--- config.mk ---
export PLATFORM = sky130hd
export DESIGN_NAME = fmx_fault_mux
export DESIGN_NICKNAME = d
export VERILOG_FILES = /design/src/core/fmx_pkg.sv /design/src/core/fmx_fault_mod.sv /design/src/core/fmx_cbc.sv /design/src/core/fmx_fault_mux.sv
export SDC_FILE = /design/constraint.sdc
export NUM_CORES = 1
export LEC_CHECK = 0
export BUFFER_PORTS_ARGS = -buffer_cell sky130_fd_sc_hd__buf_2
export CORE_AREA = 3 3 406 408
export DETAILED_ROUTE_END_ITERATION = 10
export DIE_AREA = 0 0 409 411
export GPL_TIMING_DRIVEN = 1
export SLEW_MARGIN = 10
export SYNTH_ARGS = -nofsm -noshare
export SYNTH_HDL_FRONTEND = slang
export SYNTH_SLANG_ARGS = --single-unit
--- constraint.sdc ---
create_clock -name clk_sys -period 2.7 [get_ports clk_sys]
set_clock_uncertainty 0.05 [all_clocks]
set_input_delay 0.405 -clock clk_sys [delete_from_list [all_inputs] [get_ports clk_sys]]
set_output_delay 0.405 -clock clk_sys [all_outputs]
set_load 0.005 [all_outputs]
--- src/core/fmx_pkg.sv ---
package fmx_pkg;
   // Channel and fault module population
   localparam int NUM_CH = 4;
   localparam int NUM_FM = 4;
   localparam int FM_CBC = 0;
   localparam int FM_AB = 1;
   localparam int FM_A = 2;
   localparam int FM_B = 3;

   // Fault source population
   localparam int NUM_DC = 4;
   localparam int NUM_AC = 7;
   localparam int NUM_PIN = 4;
   localparam int NUM_CHF = 5;

   // Bit offsets of each source group in the flat source vector
   localparam int SRC_DC = 0;
   localparam int SRC_AC = SRC_DC + NUM_DC;
   localparam int SRC_PIN = SRC_AC + NUM_AC;
   localparam int SRC_CHF = SRC_PIN + NUM_PIN;
   localparam int SRC_HFO = SRC_CHF + NUM_CH * NUM_CHF;
   localparam int SRC_LFO = SRC_HFO + 1;
   localparam int SRC_DCM = SRC_LFO + 1;
   localparam int NUM_SRC = SRC_DCM + 1;

   // Default widths
   localparam int CNT_W = 4;
   localparam int EC_W = 9;
   localparam int ACT_W = 7;

   // Clock failure timeout: longest time, rounded down, at least one cycle
   localparam int CLK_PERIOD_NS = 50;
   localparam int CKF_TIMEOUT_NS = 2000;
   localparam int CKF_TO_CYC = (CKF_TIMEOUT_NS / CLK_PERIOD_NS < 1) ? 1 :
                               CKF_TIMEOUT_NS / CLK_PERIOD_NS;

   // Reset values
   localparam logic FLAG_RST = 1'h0;
   localparam logic [CNT_W:0] CNT_RST = 5'h00;

   // Faults raised by each pwm_channel
   typedef struct packed {
      logic cur_lim;
      logic ovp;
      logic ext_a;
      logic ext_b;
      logic ideal_diode_emulation;
   } fmx_chf_s;
endpackage : fmx_pkg

--- src/core/fmx_fault_mod.sv ---
`timescale 1ns/100ps
module fmx_fault_mod #(
   parameter int CW = fmx_pkg::CNT_W
) (
   input wire logic clk_sys,
   input wire logic nrst,
   input wire logic fault_en,
   input wire logic chan_en,
   input wire logic cyc_start,
   input wire logic fault_in,
   input wire logic [CW-1:0] max_count,
   output logic hit,
   output logic flag_r
);
   logic seen_r;
   logic [CW:0] cnt_r;
   logic [CW:0] cnt_nxt;
   logic [CW:0] base;
   logic seen_nxt;
   logic flag_nxt;
   localparam logic [CW:0] CNT_ZERO = (CW + 1)'(fmx_pkg::CNT_RST);
   wire armed = fault_en & chan_en;
   wire seen_now = cyc_start ? 1'h0 : seen_r;
   wire cnt_sat = &cnt_r;
   wire over = cnt_r > {1'h0, max_count};

   // A new cycle starts clean, the fault still counts in that same cycle
   assign hit = armed & fault_in & ~seen_now;
   assign base = (cyc_start & ~seen_r) ? CNT_ZERO : cnt_r;
   assign seen_nxt = armed & (seen_now | hit);
   assign cnt_nxt = !armed ? CNT_ZERO : (hit & ~cnt_sat) ? base + 1'h1 : base;
   // Only dropping channel_enable releases the flag
   assign flag_nxt = chan_en & (flag_r | (fault_en & over));

   always_ff @(posedge clk_sys) begin
      if (!nrst) begin
         seen_r <= 1'h0;
         cnt_r <= CNT_ZERO;
         flag_r <= fmx_pkg::FLAG_RST;
      end else begin
         seen_r <= seen_nxt;
         cnt_r <= cnt_nxt;
         flag_r <= flag_nxt;
      end
   end

   property p_once;
      @(posedge clk_sys) disable iff (!nrst) seen_r && !cyc_start |-> !hit;
   endproperty
   a_once: assert property (p_once) else $error("second fault taken in one cycle");

   property p_limit;
      @(posedge clk_sys) disable iff (!nrst)
         $rose(flag_r) |-> $past(cnt_r) > {1'h0, $past(max_count)};
   endproperty
   a_limit: assert property (p_limit) else $error("flag set below count limit");

   property p_run;
      @(posedge clk_sys) disable iff (!nrst)
         armed && cyc_start && !seen_r |=> cnt_r <= 1;
   endproperty
   a_run: assert property (p_run) else $error("run kept across a clean cycle");

   property p_hold;
      @(posedge clk_sys) disable iff (!nrst) flag_r && chan_en |=> flag_r;
   endproperty
   a_hold: assert property (p_hold) else $error("flag lost while enabled");

   property p_clear;
      @(posedge clk_sys) disable iff (!nrst) !chan_en |=> !flag_r && cnt_r == 0;
   endproperty
   a_clear: assert property (p_clear) else $error("flag survived disable");

   property p_gate;
      @(posedge clk_sys) disable iff (!nrst) !fault_en |-> !hit ##1 cnt_r == 0;
   endproperty
   a_gate: assert property (p_gate) else $error("fault taken while disabled");

   c_flag: cover property (@(posedge clk_sys) disable iff (!nrst) $rose(flag_r));
endmodule : fmx_fault_mod

--- src/core/fmx_cbc.sv ---
`timescale 1ns/100ps
module fmx_cbc (
   input wire logic clk_sys,
   input wire logic nrst,
   input wire logic chan_en,
   input wire logic cyc_start,
   input wire logic pcm_en,
   input wire logic pcm_trip,
   input wire logic cbc_hit,
   output logic trunc_r
);
   // Truncate the pulse for the rest of the cycle; a new trip wins over the restart
   wire trip = (pcm_en & pcm_trip) | cbc_hit;
   wire trunc_nxt = chan_en & ((trunc_r & ~cyc_start) | trip);

   always_ff @(posedge clk_sys) begin
      if (!nrst) begin
         trunc_r <= 1'h0;
      end else begin
         trunc_r <= trunc_nxt;
      end
   end

   property p_trip;
      @(posedge clk_sys) disable iff (!nrst) chan_en && trip |=> trunc_r;
   endproperty
   a_trip: assert property (p_trip) else $error("trip did not truncate");

   c_trunc: cover property (@(posedge clk_sys) disable iff (!nrst) $rose(trunc_r));
endmodule : fmx_cbc

--- src/core/fmx_fault_mux.sv ---
`timescale 1ns/100ps
module fmx_fault_mux #(
   parameter int CNT_W = fmx_pkg::CNT_W,
   parameter int EC_W = fmx_pkg::EC_W,
   parameter int ACT_W = fmx_pkg::ACT_W,
   parameter int CKF_CYC = fmx_pkg::CKF_TO_CYC
) (
   input wire logic clk_sys,
   input wire logic nrst,
   input wire logic fault_en,
   input wire logic [fmx_pkg::NUM_CH-1:0] channel_enable,
   input wire logic [fmx_pkg::NUM_CH-1:0] cyc_start,
   input wire logic [fmx_pkg::NUM_CH-1:0][fmx_pkg::NUM_FM-1:0][fmx_pkg::NUM_SRC-1:0] route_mask,
   input wire logic [fmx_pkg::NUM_CH-1:0][fmx_pkg::NUM_FM-1:0][CNT_W-1:0] max_count,
   input wire logic [fmx_pkg::NUM_DC-1:0][EC_W-1:0] error_converter_sample,
   input wire logic [fmx_pkg::NUM_DC-1:0][EC_W-1:0] dc_thr,
   input wire logic [fmx_pkg::NUM_DC-1:0] dc_en,
   input wire logic [fmx_pkg::NUM_AC-1:0][ACT_W-1:0] ac_thr,
   input wire logic [fmx_pkg::NUM_AC-1:0] ac_result,
   input wire logic [fmx_pkg::NUM_AC-1:0] ac_pol,
   input wire logic [fmx_pkg::NUM_AC-1:0] ac_en,
   input wire logic [fmx_pkg::NUM_PIN-1:0] fault_pin,
   input wire logic [fmx_pkg::NUM_PIN-1:0] pin_pol,
   input wire logic [fmx_pkg::NUM_PIN-1:0] pin_en,
   input fmx_pkg::fmx_chf_s [fmx_pkg::NUM_CH-1:0] chf_in,
   input fmx_pkg::fmx_chf_s [fmx_pkg::NUM_CH-1:0] chf_en,
   input wire logic [1:0] osc_tick,
   input wire logic [1:0] ckf_en,
   input wire logic [EC_W-1:0] discontinuous_conduction_sample,
   input wire logic [EC_W-1:0] dcm_thr,
   input wire logic dcm_en,
   input wire logic [fmx_pkg::NUM_CH-1:0] pcm_en,
   input wire logic [fmx_pkg::NUM_CH-1:0] pcm_trip,
   output logic [fmx_pkg::NUM_CH-1:0][fmx_pkg::NUM_FM-1:0] fm_flag,
   output logic [fmx_pkg::NUM_CH-1:0] cycle_by_cycle_trunc,
   output logic [fmx_pkg::NUM_CH-1:0] off_a_r,
   output logic [fmx_pkg::NUM_CH-1:0] off_b_r,
   output logic [fmx_pkg::NUM_AC-1:0][ACT_W-1:0] ac_thr_r,
   output logic [1:0] ckf_r,
   output logic dcm_r,
   output logic [fmx_pkg::NUM_SRC-1:0] src_stat_r
);
   localparam int NCH = fmx_pkg::NUM_CH;
   localparam int NFM = fmx_pkg::NUM_FM;
   localparam int NSRC = fmx_pkg::NUM_SRC;
   localparam int NCHF = fmx_pkg::NUM_CHF;
   localparam int CKW = $clog2(CKF_CYC + 1);
   localparam logic [CKW-1:0] CKF_LAST = CKW'(CKF_CYC);

   logic [fmx_pkg::NUM_DC-1:0] dc_flt_r;
   logic [fmx_pkg::NUM_AC-1:0] ac_flt;
   logic [fmx_pkg::NUM_PIN-1:0] pin_flt;
   logic [NCH*NCHF-1:0] chf_flt;
   logic [NSRC-1:0] src;
   logic [1:0] osc_q_r;
   logic [1:0][CKW-1:0] ckf_cnt_r;
   logic [NCH-1:0][NFM-1:0] fm_hit;
   logic [NCH-1:0][NFM-1:0] fm_in;
   logic [NCH-1:0] off_a_nxt;
   logic [NCH-1:0] off_b_nxt;

   // Digital comparators on error converter samples, one cycle of latency
   genvar d;
   generate
      for (d = 0; d < fmx_pkg::NUM_DC; d++) begin : g_dc
         wire over = error_converter_sample[d] > dc_thr[d];
         always_ff @(posedge clk_sys) begin
            if (!nrst) begin
               dc_flt_r[d] <= 1'h0;
            end else begin
               dc_flt_r[d] <= dc_en[d] & over;
            end
         end
      end
   endgenerate

   // Analog comparators and pins pass without a flop so that detection is immediate
   assign ac_flt = ac_en & (ac_result ^ ac_pol);
   assign pin_flt = pin_en & (fault_pin ^ pin_pol);

   genvar f;
   generate
      for (f = 0; f < NCH; f++) begin : g_chf
         assign chf_flt[f*NCHF +: NCHF] = chf_in[f] & chf_en[f];
      end
   endgenerate

   // Thresholds go out to the comparator references through a flop
   always_ff @(posedge clk_sys) begin
      if (!nrst) begin
         ac_thr_r <= '0;
      end else begin
         ac_thr_r <= ac_thr;
      end
   end

   // Oscillator watchdog: no edge on the tick for the timeout means a failure.
   // The tick must be a divided oscillator slow enough to be sampled at clk_sys.
   genvar k;
   generate
      for (k = 0; k < 2; k++) begin : g_ckf
         wire edge_seen = osc_tick[k] ^ osc_q_r[k];
         wire at_last = ckf_cnt_r[k] == CKF_LAST;
         always_ff @(posedge clk_sys) begin
            if (!nrst) begin
               osc_q_r[k] <= 1'h0;
               ckf_cnt_r[k] <= '0;
               ckf_r[k] <= 1'h0;
            end else begin
               osc_q_r[k] <= osc_tick[k];
               ckf_cnt_r[k] <= (edge_seen | ~ckf_en[k]) ? '0 :
                               at_last ? ckf_cnt_r[k] : ckf_cnt_r[k] + 1'h1;
               ckf_r[k] <= ckf_en[k] & at_last;
            end
         end
      end
   endgenerate

   // Inductor current sample below threshold means discontinuous conduction
   wire dcm_now = discontinuous_conduction_sample < dcm_thr;

   always_ff @(posedge clk_sys) begin
      if (!nrst) begin
         dcm_r <= 1'h0;
      end else begin
         dcm_r <= dcm_en & dcm_now;
      end
   end

   assign src = {dcm_r, ckf_r[1], ckf_r[0], chf_flt, pin_flt, ac_flt, dc_flt_r};

   always_ff @(posedge clk_sys) begin
      if (!nrst) begin
         src_stat_r <= '0;
      end else begin
         src_stat_r <= src;
      end
   end

   // Per channel: four identical fault modules plus one cycle-by-cycle block
   genvar c, m;
   generate
      for (c = 0; c < NCH; c++) begin : g_ch
         for (m = 0; m < NFM; m++) begin : g_fm
            // Any source may feed any module of any channel
            assign fm_in[c][m] = |(src & route_mask[c][m]);
            fmx_fault_mod #(.CW(CNT_W)) u_fm (
               .clk_sys(clk_sys),
               .nrst(nrst),
               .fault_en(fault_en),
               .chan_en(channel_enable[c]),
               .cyc_start(cyc_start[c]),
               .fault_in(fm_in[c][m]),
               .max_count(max_count[c][m]),
               .hit(fm_hit[c][m]),
               .flag_r(fm_flag[c][m])
            );
         end

         fmx_cbc u_cbc (
            .clk_sys(clk_sys),
            .nrst(nrst),
            .chan_en(channel_enable[c]),
            .cyc_start(cyc_start[c]),
            .pcm_en(pcm_en[c]),
            .pcm_trip(pcm_trip[c]),
            .cbc_hit(fm_hit[c][fmx_pkg::FM_CBC]),
            .trunc_r(cycle_by_cycle_trunc[c])
         );

         // Wiring is the only difference between the modules
         wire both = fm_flag[c][fmx_pkg::FM_CBC] | fm_flag[c][fmx_pkg::FM_AB];
         assign off_a_nxt[c] = both | fm_flag[c][fmx_pkg::FM_A];
         assign off_b_nxt[c] = both | fm_flag[c][fmx_pkg::FM_B];
      end
   endgenerate

   always_ff @(posedge clk_sys) begin
      if (!nrst) begin
         off_a_r <= '0;
         off_b_r <= '0;
      end else begin
         off_a_r <= off_a_nxt;
         off_b_r <= off_b_nxt;
      end
   end

   property p_dc;
      @(posedge clk_sys) disable iff (!nrst)
         dc_en[0] && error_converter_sample[0] > dc_thr[0] |=> dc_flt_r[0];
   endproperty
   a_dc: assert property (p_dc) else $error("digital comparator missed");

   property p_route;
      @(posedge clk_sys) disable iff (!nrst)
         channel_enable[1] && $rose(fm_flag[1][fmx_pkg::FM_A]) |=> off_a_r[1] && !off_b_r[1]
            || fm_flag[1][fmx_pkg::FM_B] || fm_flag[1][fmx_pkg::FM_AB]
            || fm_flag[1][fmx_pkg::FM_CBC];
   endproperty
   a_route: assert property (p_route) else $error("A module shut the wrong output");

   property p_ckf;
      @(posedge clk_sys) disable iff (!nrst)
         ckf_en[0] && ckf_cnt_r[0] == CKF_LAST |=> ckf_r[0];
   endproperty
   a_ckf: assert property (p_ckf) else $error("clock failure not flagged");

   property p_dcm;
      @(posedge clk_sys) disable iff (!nrst)
         dcm_en && dcm_now |=> dcm_r ##1 src_stat_r[fmx_pkg::SRC_DCM];
   endproperty
   a_dcm: assert property (p_dcm) else $error("conduction detector missed");

   // Source paths are checked at the status copy, one cycle after the fault
   property p_ac;
      @(posedge clk_sys) disable iff (!nrst)
         ac_en[0] && (ac_result[0] != ac_pol[0]) |=> src_stat_r[fmx_pkg::SRC_AC];
   endproperty
   a_ac: assert property (p_ac) else $error("analog comparator fault lost");

   property p_thr;
      @(posedge clk_sys) disable iff (!nrst) 1'b1 |=> ac_thr_r == $past(ac_thr);
   endproperty
   a_thr: assert property (p_thr) else $error("threshold not passed on");

   property p_pin;
      @(posedge clk_sys) disable iff (!nrst)
         pin_en[0] && (fault_pin[0] != pin_pol[0]) |=> src_stat_r[fmx_pkg::SRC_PIN];
   endproperty
   a_pin: assert property (p_pin) else $error("pin fault lost");

   property p_chf;
      @(posedge clk_sys) disable iff (!nrst)
         chf_in[0].cur_lim && chf_en[0].cur_lim |=> src_stat_r[fmx_pkg::SRC_CHF + 4];
   endproperty
   a_chf: assert property (p_chf) else $error("channel fault lost");

   property p_lfo;
      @(posedge clk_sys) disable iff (!nrst)
         ckf_en[1] && ckf_cnt_r[1] == CKF_LAST |=> ckf_r[1];
   endproperty
   a_lfo: assert property (p_lfo) else $error("slow clock failure not flagged");

   property p_any;
      @(posedge clk_sys) disable iff (!nrst)
         fault_en && channel_enable[2] && cyc_start[2] && ac_flt[0]
            && route_mask[2][fmx_pkg::FM_B][fmx_pkg::SRC_AC] |-> fm_hit[2][fmx_pkg::FM_B];
   endproperty
   a_any: assert property (p_any) else $error("selected source did not trigger");

   property p_fan;
      @(posedge clk_sys) disable iff (!nrst)
         fault_en && channel_enable[0] && channel_enable[3] && cyc_start[0] && cyc_start[3]
            && pin_flt[0] && route_mask[0][fmx_pkg::FM_AB][fmx_pkg::SRC_PIN]
            && route_mask[3][fmx_pkg::FM_AB][fmx_pkg::SRC_PIN]
            |-> fm_hit[0][fmx_pkg::FM_AB] && fm_hit[3][fmx_pkg::FM_AB];
   endproperty
   a_fan: assert property (p_fan) else $error("shared source missed a channel");

   property p_gate_all;
      @(posedge clk_sys) disable iff (!nrst) !fault_en |-> fm_hit == '0;
   endproperty
   a_gate_all: assert property (p_gate_all) else $error("module hit while disabled");

   property p_cbc;
      @(posedge clk_sys) disable iff (!nrst)
         channel_enable[0] && fm_hit[0][fmx_pkg::FM_CBC] |=> cycle_by_cycle_trunc[0];
   endproperty
   a_cbc: assert property (p_cbc) else $error("module hit did not truncate");

   property p_pcm;
      @(posedge clk_sys) disable iff (!nrst)
         !pcm_en[1] && !fm_hit[1][fmx_pkg::FM_CBC] && !cycle_by_cycle_trunc[1]
            |=> !cycle_by_cycle_trunc[1];
   endproperty
   a_pcm: assert property (p_pcm) else $error("truncation without a trip");

   property p_both;
      @(posedge clk_sys) disable iff (!nrst)
         fm_flag[0][fmx_pkg::FM_CBC] |=> off_a_r[0] && off_b_r[0];
   endproperty
   a_both: assert property (p_both) else $error("cycle module left an output on");

   property p_offb;
      @(posedge clk_sys) disable iff (!nrst)
         fm_flag[2][fmx_pkg::FM_B] |=> off_b_r[2];
   endproperty
   a_offb: assert property (p_offb) else $error("B module did not shut output B");

   property p_drop;
      @(posedge clk_sys) disable iff (!nrst)
         !channel_enable[3] |=> fm_flag[3] == '0 ##1 (!off_a_r[3] && !off_b_r[3]);
   endproperty
   a_drop: assert property (p_drop) else $error("channel flags not cleared together");

   c_ckf: cover property (@(posedge clk_sys) disable iff (!nrst) $rose(ckf_r[1]));
   c_all: cover property (@(posedge clk_sys) disable iff (!nrst) &fm_flag[0]);
   c_off: cover property (@(posedge clk_sys) disable iff (!nrst) off_a_r[3] && off_b_r[3]);
endmodule : fmx_fault_mux

# Word-level counts from Yosys, hierarchy flattened
# Cells that the tools add are included.
# totals
ff_bits,232
inputBits,912
output_inout_bits,118
word_cells,470
# op_classes
addsub,18
magnitude_cmp,21
eq_ne,2
n_mux,48
n_bitwise,270
n_reduce_logical,38
# op_table
operator,count
$and A38 B38 Y38,16
$reduce_or A38 Y1,16
$mux W5,32
$and A1 B1 Y1,135
$add A5 B1 Y5 const B,16
$gt A5 B4 Y1,16
$reduce_and A5 Y1,16
$not A1 Y1,55
$or A1 B1 Y1,54
$gt A9 B9 Y1,4
$and A5 B5 Y5,4
$mux W1,16
$add A6 B1 Y6 const B,2
$eq A6 B6 Y1 const B,2
$lt A9 B9 Y1,1
$reduce_and A2 Y1,4
$and A7 B7 Y7,1
$xor A7 B7 Y7,1
$and A4 B4 Y4,1
$reduce_or A2 Y1,2
$xor A4 B4 Y4,1
$xor A1 B1 Y1,2

# Logic depth before layout (Yosys ltp)
# logic_depth
ltp_word,9
depth_mapped,10
ltp_nobuf,9

# By module
# Synthesis repeated with hierarchy kept, for this count alone.
# hier_totals
hier_cells,1934
area_unflattened_um2,16160.5
# modules_own_cells
module,instances,cells_each,area_each_um2,seq_area_each_um2
fmx_fault_mux,1,990,8102.8,2322.2
fmx_fault_mod,16,58,493.0,140.1
fmx_cbc,4,4,42.5,20.0

# Least setup slack after synthesis
# No wires, ideal clock.
# synth_timing
path_kind,input port to flip-flop
startpoint,input chf_in[13] (netlist name)
endpoint,register g_ch[2].g_fm[2].u_fm.cnt_r[4]
setup_time_ns,0.123
t_arrival_ns,2.103
required_time_ns,2.527
slack_ns,0.423
path_stages,8
path_buffers,1
path_cell_list,and2_1 > buf_2 > a22o_1 > a221o_1 > nor4_1 > nand4_1 > nand4_1 > mux2_1
# synth_between
elab_chain_cells,7
# synth_rtl
element,line_no,text
"start, declared",fmx_fault_mux.sv:25,"input fmx_pkg::fmx_chf_s [fmx_pkg::NUM_CH-1:0] chf_in,"
$and A5 B5 Y5,fmx_fault_mux.sv:84,assign chf_flt[f*NCHF +: NCHF] = chf_in[f] & chf_en[f];
$and A38 B38 Y38,fmx_fault_mux.sv:146,assign fm_in[c][m] = |(src & route_mask[c][m]);
$reduce_or A38 Y1,fmx_fault_mux.sv:146,
$and A1 B1 Y1 (2 in a row),fmx_fault_mod.sv:28,assign hit = armed & fault_in & ~seen_now;
$and A1 B1 Y1,fmx_fault_mod.sv:31,assign cnt_nxt = !armed ? CNT_ZERO : (hit & ~cnt_sat) ? base + 1'h1 : base;
$mux W5,fmx_fault_mod.sv:31,
"end signal, assigned",fmx_fault_mod.sv:42,cnt_r <= cnt_nxt;
"end, declared",fmx_fault_mod.sv:16,logic [CW:0] cnt_r;
# Every way passes these cells.
# A chain may end at the register's enable or synchronous reset.

# Final worst setup path
# layout_timing
startpoint,register dc_flt_r[2] (netlist name)
endpoint,register g_ch[0].g_fm[0].u_fm.cnt_r[2]
# layout_between
elab_chain_cells,6
# layout_rtl
element,line_no,text
"start, declared",fmx_fault_mux.sv:50,logic [fmx_pkg::NUM_DC-1:0] dc_flt_r;
"start signal, assigned by index",fmx_fault_mux.sv:71,dc_flt_r[d] <= dc_en[d] & over;
$and A38 B38 Y38,fmx_fault_mux.sv:146,
$reduce_or A38 Y1,fmx_fault_mux.sv:146,
$and A1 B1 Y1 (2 in a row),fmx_fault_mod.sv:28,
$and A1 B1 Y1,fmx_fault_mod.sv:31,
$mux W5,fmx_fault_mod.sv:31,
"end signal, assigned",fmx_fault_mod.sv:42,
"end, declared",fmx_fault_mod.sv:16,
# Every way passes these cells.

==> impl_metrics.tcl <==
set metrics [dict create \
    synth.yosys.seq_area_share_pct 28.78 \
    htreeDepth 2 \
    status "finished, violations left" \
    p_leak_nw 13.49 \
    placed_area_um2 26550 \
    yosys.area_share.simple_pct 27.59 \
    die_h_um 411 \
    multiInputGateArea_um2 10870 \
    power.density_nw_per_um2 420.8 \
    reg2reg_slack_ns -0.15 \
    clock_latency_ns 0.60 \
    synthMuxAreaShare_pct 2.101 \
    antenna_found_initial 91 \
    fillers 18340 \
    timing_worst_setup_path_type "register to register" \
    worstPathRequired_ns 3.14 \
    hold_path_end "g_ch[3].u_cbc.trunc_r" \
    port_buffers 1029 \
    synth-compound-area-share_pct 23.01 \
    grt_pass1_wl_um 212500 \
    r2r-start "dc_flt_r[2]" \
    peakVddDrop_mv 0.3235 \
    final_nets 4288 \
    synthesis.nets 2974 \
    maxCapViolCount 0 \
    drt-total-wl_um 166900 \
    grt_pass1_vias 23090 \
    finalCriticalPeriod_ns 2.850 \
    timing.final.hold_violations 0 \
    switchingPower_mw 4.324 \
    async_flop_share_pct 0 \
    wire_per_inst_um 30.53 \
    start_util_pct 9.961 \
    drcViolationCount 0 \
    synth_seq_cells 232 \
    dpl.cell_count 5309 \
    avgSynthCellArea_um2 8.345 \
    cp_cell_sequence "buf_12 -> buf_6 -> buf_6 -> buf_6 -> buf_12 -> a222oi_1 -> nand3_1 -> nor3_2 -> buf_4 -> and4_4 -> a21boi_4 -> a31o_2 -> a21oi_2" \
    synth_edf_count 0 \
    dieArea_um2 168100 \
    gr-total-overflow 0 \
    post_drt_via_cell_ratio 4.179 \
    drt_iter0_markers 1889 \
    io_pins 1030 \
    tns_ns -1.683 \
    die_w_um 409 \
    p_sw_share_pct 35.58 \
    slew_violations 0 \
    via_count 22850 \
    cts.clk_slew.worst_paths_ns 0.06 \
    cp-start-kind "register" \
    ant_nets 0 \
    cts_buffer_depth 3 \
    drive_gt1_share_pct 45.87 \
    slowest_delay_ns 0.38 \
    fmax_mhz 350.8 \
    rsz0062_at_grt "yes" \
    grt_usage_pct 18.94 \
    p_seq_share_pct 29.3 \
    synth_top_family_by_area "simple AND/OR/NAND/NOR gates" \
    cp_common_cell "buf_6" \
    clockPowerShare_pct 39.0 \
    clockRootBuffer "clkbuf_16" \
    setup_violations 21 \
    ys.warnings.count 0 \
    worst_pin_slew_ns 0.9589 \
    cts_sinks 232 \
    synthFlopType "dfxtp_1" \
    min_path_type "primary input to register" \
    slew_headroom_pct 36.07 \
    regArea_um2 4658 \
    arrival_ns 3.29 \
    worst_path_max_delay_cell "a222oi_1" \
    r2r_cells 13 \
    syn2layout_area_growth_pct 78.93 \
    r2r_end "g_ch[0].g_fm[0].u_fm.cnt_r[2]" \
    final_area_um2 28880 \
    worst_setup_path_end_kind "register" \
    fin_cells 5468 \
    numCtsBuffers 36 \
    gp_congestion 0.9696 \
    intPower_mw 7.828 \
    core_area_um2 162000 \
    tritoncts "done" \
    synthAdderAreaFrac_pct 9.923 \
    pwr-share-comb_pct 31.6 \
    syn_area_um2 16140 \
    fin_ws_ns -0.1505 \
    fp-row-count 148 \
    min-delay-start "pcm_en[3]" \
    dr.pass1.iters 10 \
    p_total_mw 12.15 \
    post-route-period-util_pct 105.6 \
    grt_max_degree 69 \
    synth_xor_area_share_pct 1.667 \
    holdPathStages 3 \
    syn_inst 1934 \
    failed_checks "setup timing" \
    hpwl_um 146300 \
    path_max_fanout 8 \
    ys_types 70 \
]
-- registers in the layout (all words and copies together) (netlist names) --
signal and count:
ckf_cnt_r 12, ac_thr_r 49, dc_flt_r 4, src_stat_r 38, off_b_r 4, g_ch.g_fm.u_fm.cnt_r 80
g_ch.u_cbc.trunc_r 4, g_ch.g_fm.u_fm.seen_r 16, ckf_r 2, off_a_r 4, dcm_r 1, g_ch.g_fm.u_fm.flag_r 16
osc_q_r 2
-- how the worst max path moves through the flow --
| stage | startpoint | end | slack [ns] | cells past startpoint |
|---|---|---|---|---|
| 2_1_floorplan | chf_in[13] | g_ch[2].g_fm[2].u_fm.cnt_r[4] | 0.42 | 8 |
| 5_1_grt | dc_flt_r[2] | g_ch[1].g_fm[3].u_fm.cnt_r[4] | -0.24 | 13 |
| 6_report | dc_flt_r[2] | g_ch[0].g_fm[0].u_fm.cnt_r[2] | -0.15 | 13 |
| 3_3_place_gp | pin_pol[2] | g_ch[2].g_fm[0].u_fm.cnt_r[4] | -1.66 | 11 |
| 3_5_place_dp | pin_pol[2] | g_ch[2].g_fm[0].u_fm.cnt_r[4] | -1.63 | 11 |
| 4_1_cts | dc_flt_r[2] | g_ch[0].g_fm[0].u_fm.cnt_r[2] | -0.19 | 14 |
-- cell families (layout without fill, tap and decap cells) --
family,count (synthesis),count (layout)
and+or+nand+nor,763,763
AOI/OAI and AO/OA,499,499
buffers and inverters,250,1588
DFF,232,232
adders and majority gates,128,128
muxes,33,33
xor gates and xnor gates,29,29
other,0,21
-- cells in the mapped netlist, types with 13 or more instances --
| master | instances | area, um^2 |
|---|---|---|
| dfxtp_1 | 232 | 4644 |
| and3_1 | 148 | 925.9 |
| and2_1 | 139 | 869.6 |
| inv_1 | 131 | 491.7 |
| ha_1 | 128 | 1602 |
| nand3_1 | 115 | 575.6 |
| a21oi_1 | 97 | 485.5 |
| nand2_1 | 92 | 345.3 |
| a22oi_1 | 75 | 563.0 |
| clkbuf_1 | 64 | 240.2 |
| a32oi_1 | 63 | 551.8 |
| nand4_1 | 61 | 381.6 |
| nor2_1 | 56 | 210.2 |
| nand2b_1 | 48 | 300.3 |
| o21ai_0 | 47 | 235.2 |
| a32o_1 | 29 | 290.3 |
| mux2i_1 | 29 | 290.3 |
| buf_4 | 23 | 172.7 |
| nor3_1 | 22 | 110.1 |
| a2111oi_0 | 21 | 183.9 |
| nor2b_1 | 21 | 131.4 |
| o21a_1 | 20 | 150.1 |
| a222oi_1 | 17 | 170.2 |
| a41oi_1 | 16 | 140.1 |
| buf_2 | 15 | 75.07 |
| a221oi_1 | 14 | 122.6 |
| xnor2_1 | 14 | 122.6 |
| a211oi_1 | 13 | 97.59 |
| a22o_1 | 13 | 113.9 |
| xor2_1 | 13 | 113.9 |
-- worst max-delay path: cells and delay by family (launching register included) --
| kind | cells | cell delay [ns] |
|---|---|---|
| AOI/OAI and AO/OA | 4 | 0.84 |
| buffers and inverters | 6 | 0.82 |
| and+or+nand+nor | 3 | 0.64 |
| DFF | 1 | 0.37 |
-- layout make-up --
class / instances / share of cell area, %
Multi-Input combinational cell: 1452 / 37.65
Timing Repair Buffer: 1392 / 30.98
Sequential cell: 232 / 16.13
Tap cell: 2175 / 9.424
Clock buffer: 47 / 3.401
Inverter: 134 / 1.742
Clock inverter: 15 / 0.4939
Antenna cell: 21 / 0.1820
-- layout by cell type (no fill, tap or decap), types with 20 or more instances in the layout --
cell type,count
nor2b_1,21
buf_12,66
a22oi_1,73
nand2b_1,48
clkbuf_16,36
and2_1,123
dlygate4sd3_1,67
a32o_1,29
buf_4,211
a21oi_1,87
nand2_1,92
nor2_1,53
dfxtp_1,225
inv_1,131
ha_1,128
o21ai_0,47
nand4_1,61
and3_1,143
buf_2,1028
a32oi_1,62
mux2i_1,29
nand3_1,110
diode_2,21
o21a_1,20
-- routing by layer --
layer	vias up	wire length [um]	global-route usage (%)	share of wire, %
met2	1386	74820	30.89	45
met3	326	13590	4.971	8.1
met1	11140	70380	23.77	42
li1	9947	-	-	-
met5	-	385	0	0.23
met4	54	7760	7.256	4.6
-- power by group through the flow --
stage | logic, mW | clock network, mW | registers, mW
after floorplan | 1.00 | 0 | 3.63
after global placement | 3.74 | 0 | 3.64
after detailed placement | 3.75 | 0 | 3.64
after CTS | 3.90 | 4.93 | 3.56
after global routing | 4.08 | 5.01 | 3.57
final | 3.84 | 4.75 | 3.56
-- what timing repair did --
action / in CTS / in global routing
resized for setup: 63 / 37
cloned: 1 / 0
setup endpoints to repair: 67 / 59
hold endpoints to repair: 64 / 0
hold buffers: 67 / 0
pin swaps: 34 / 28
buffers inserted: 7 / 4
-- metrics by stage --
step                      hold WS [ns]  utilization [%]  setup WS [ns]
after floorplan                 0.3887                -         0.4233
after global placement          0.4053            16.39         -1.662
after CTS                     0.002169            17.69        -0.1914
after global routing           0.04807            17.80        -0.2448
after detailed placement        0.4060            16.39         -1.625
final                          0.06496            17.82        -0.1505
Note: power is estimated with default switching activity, not from simulation.
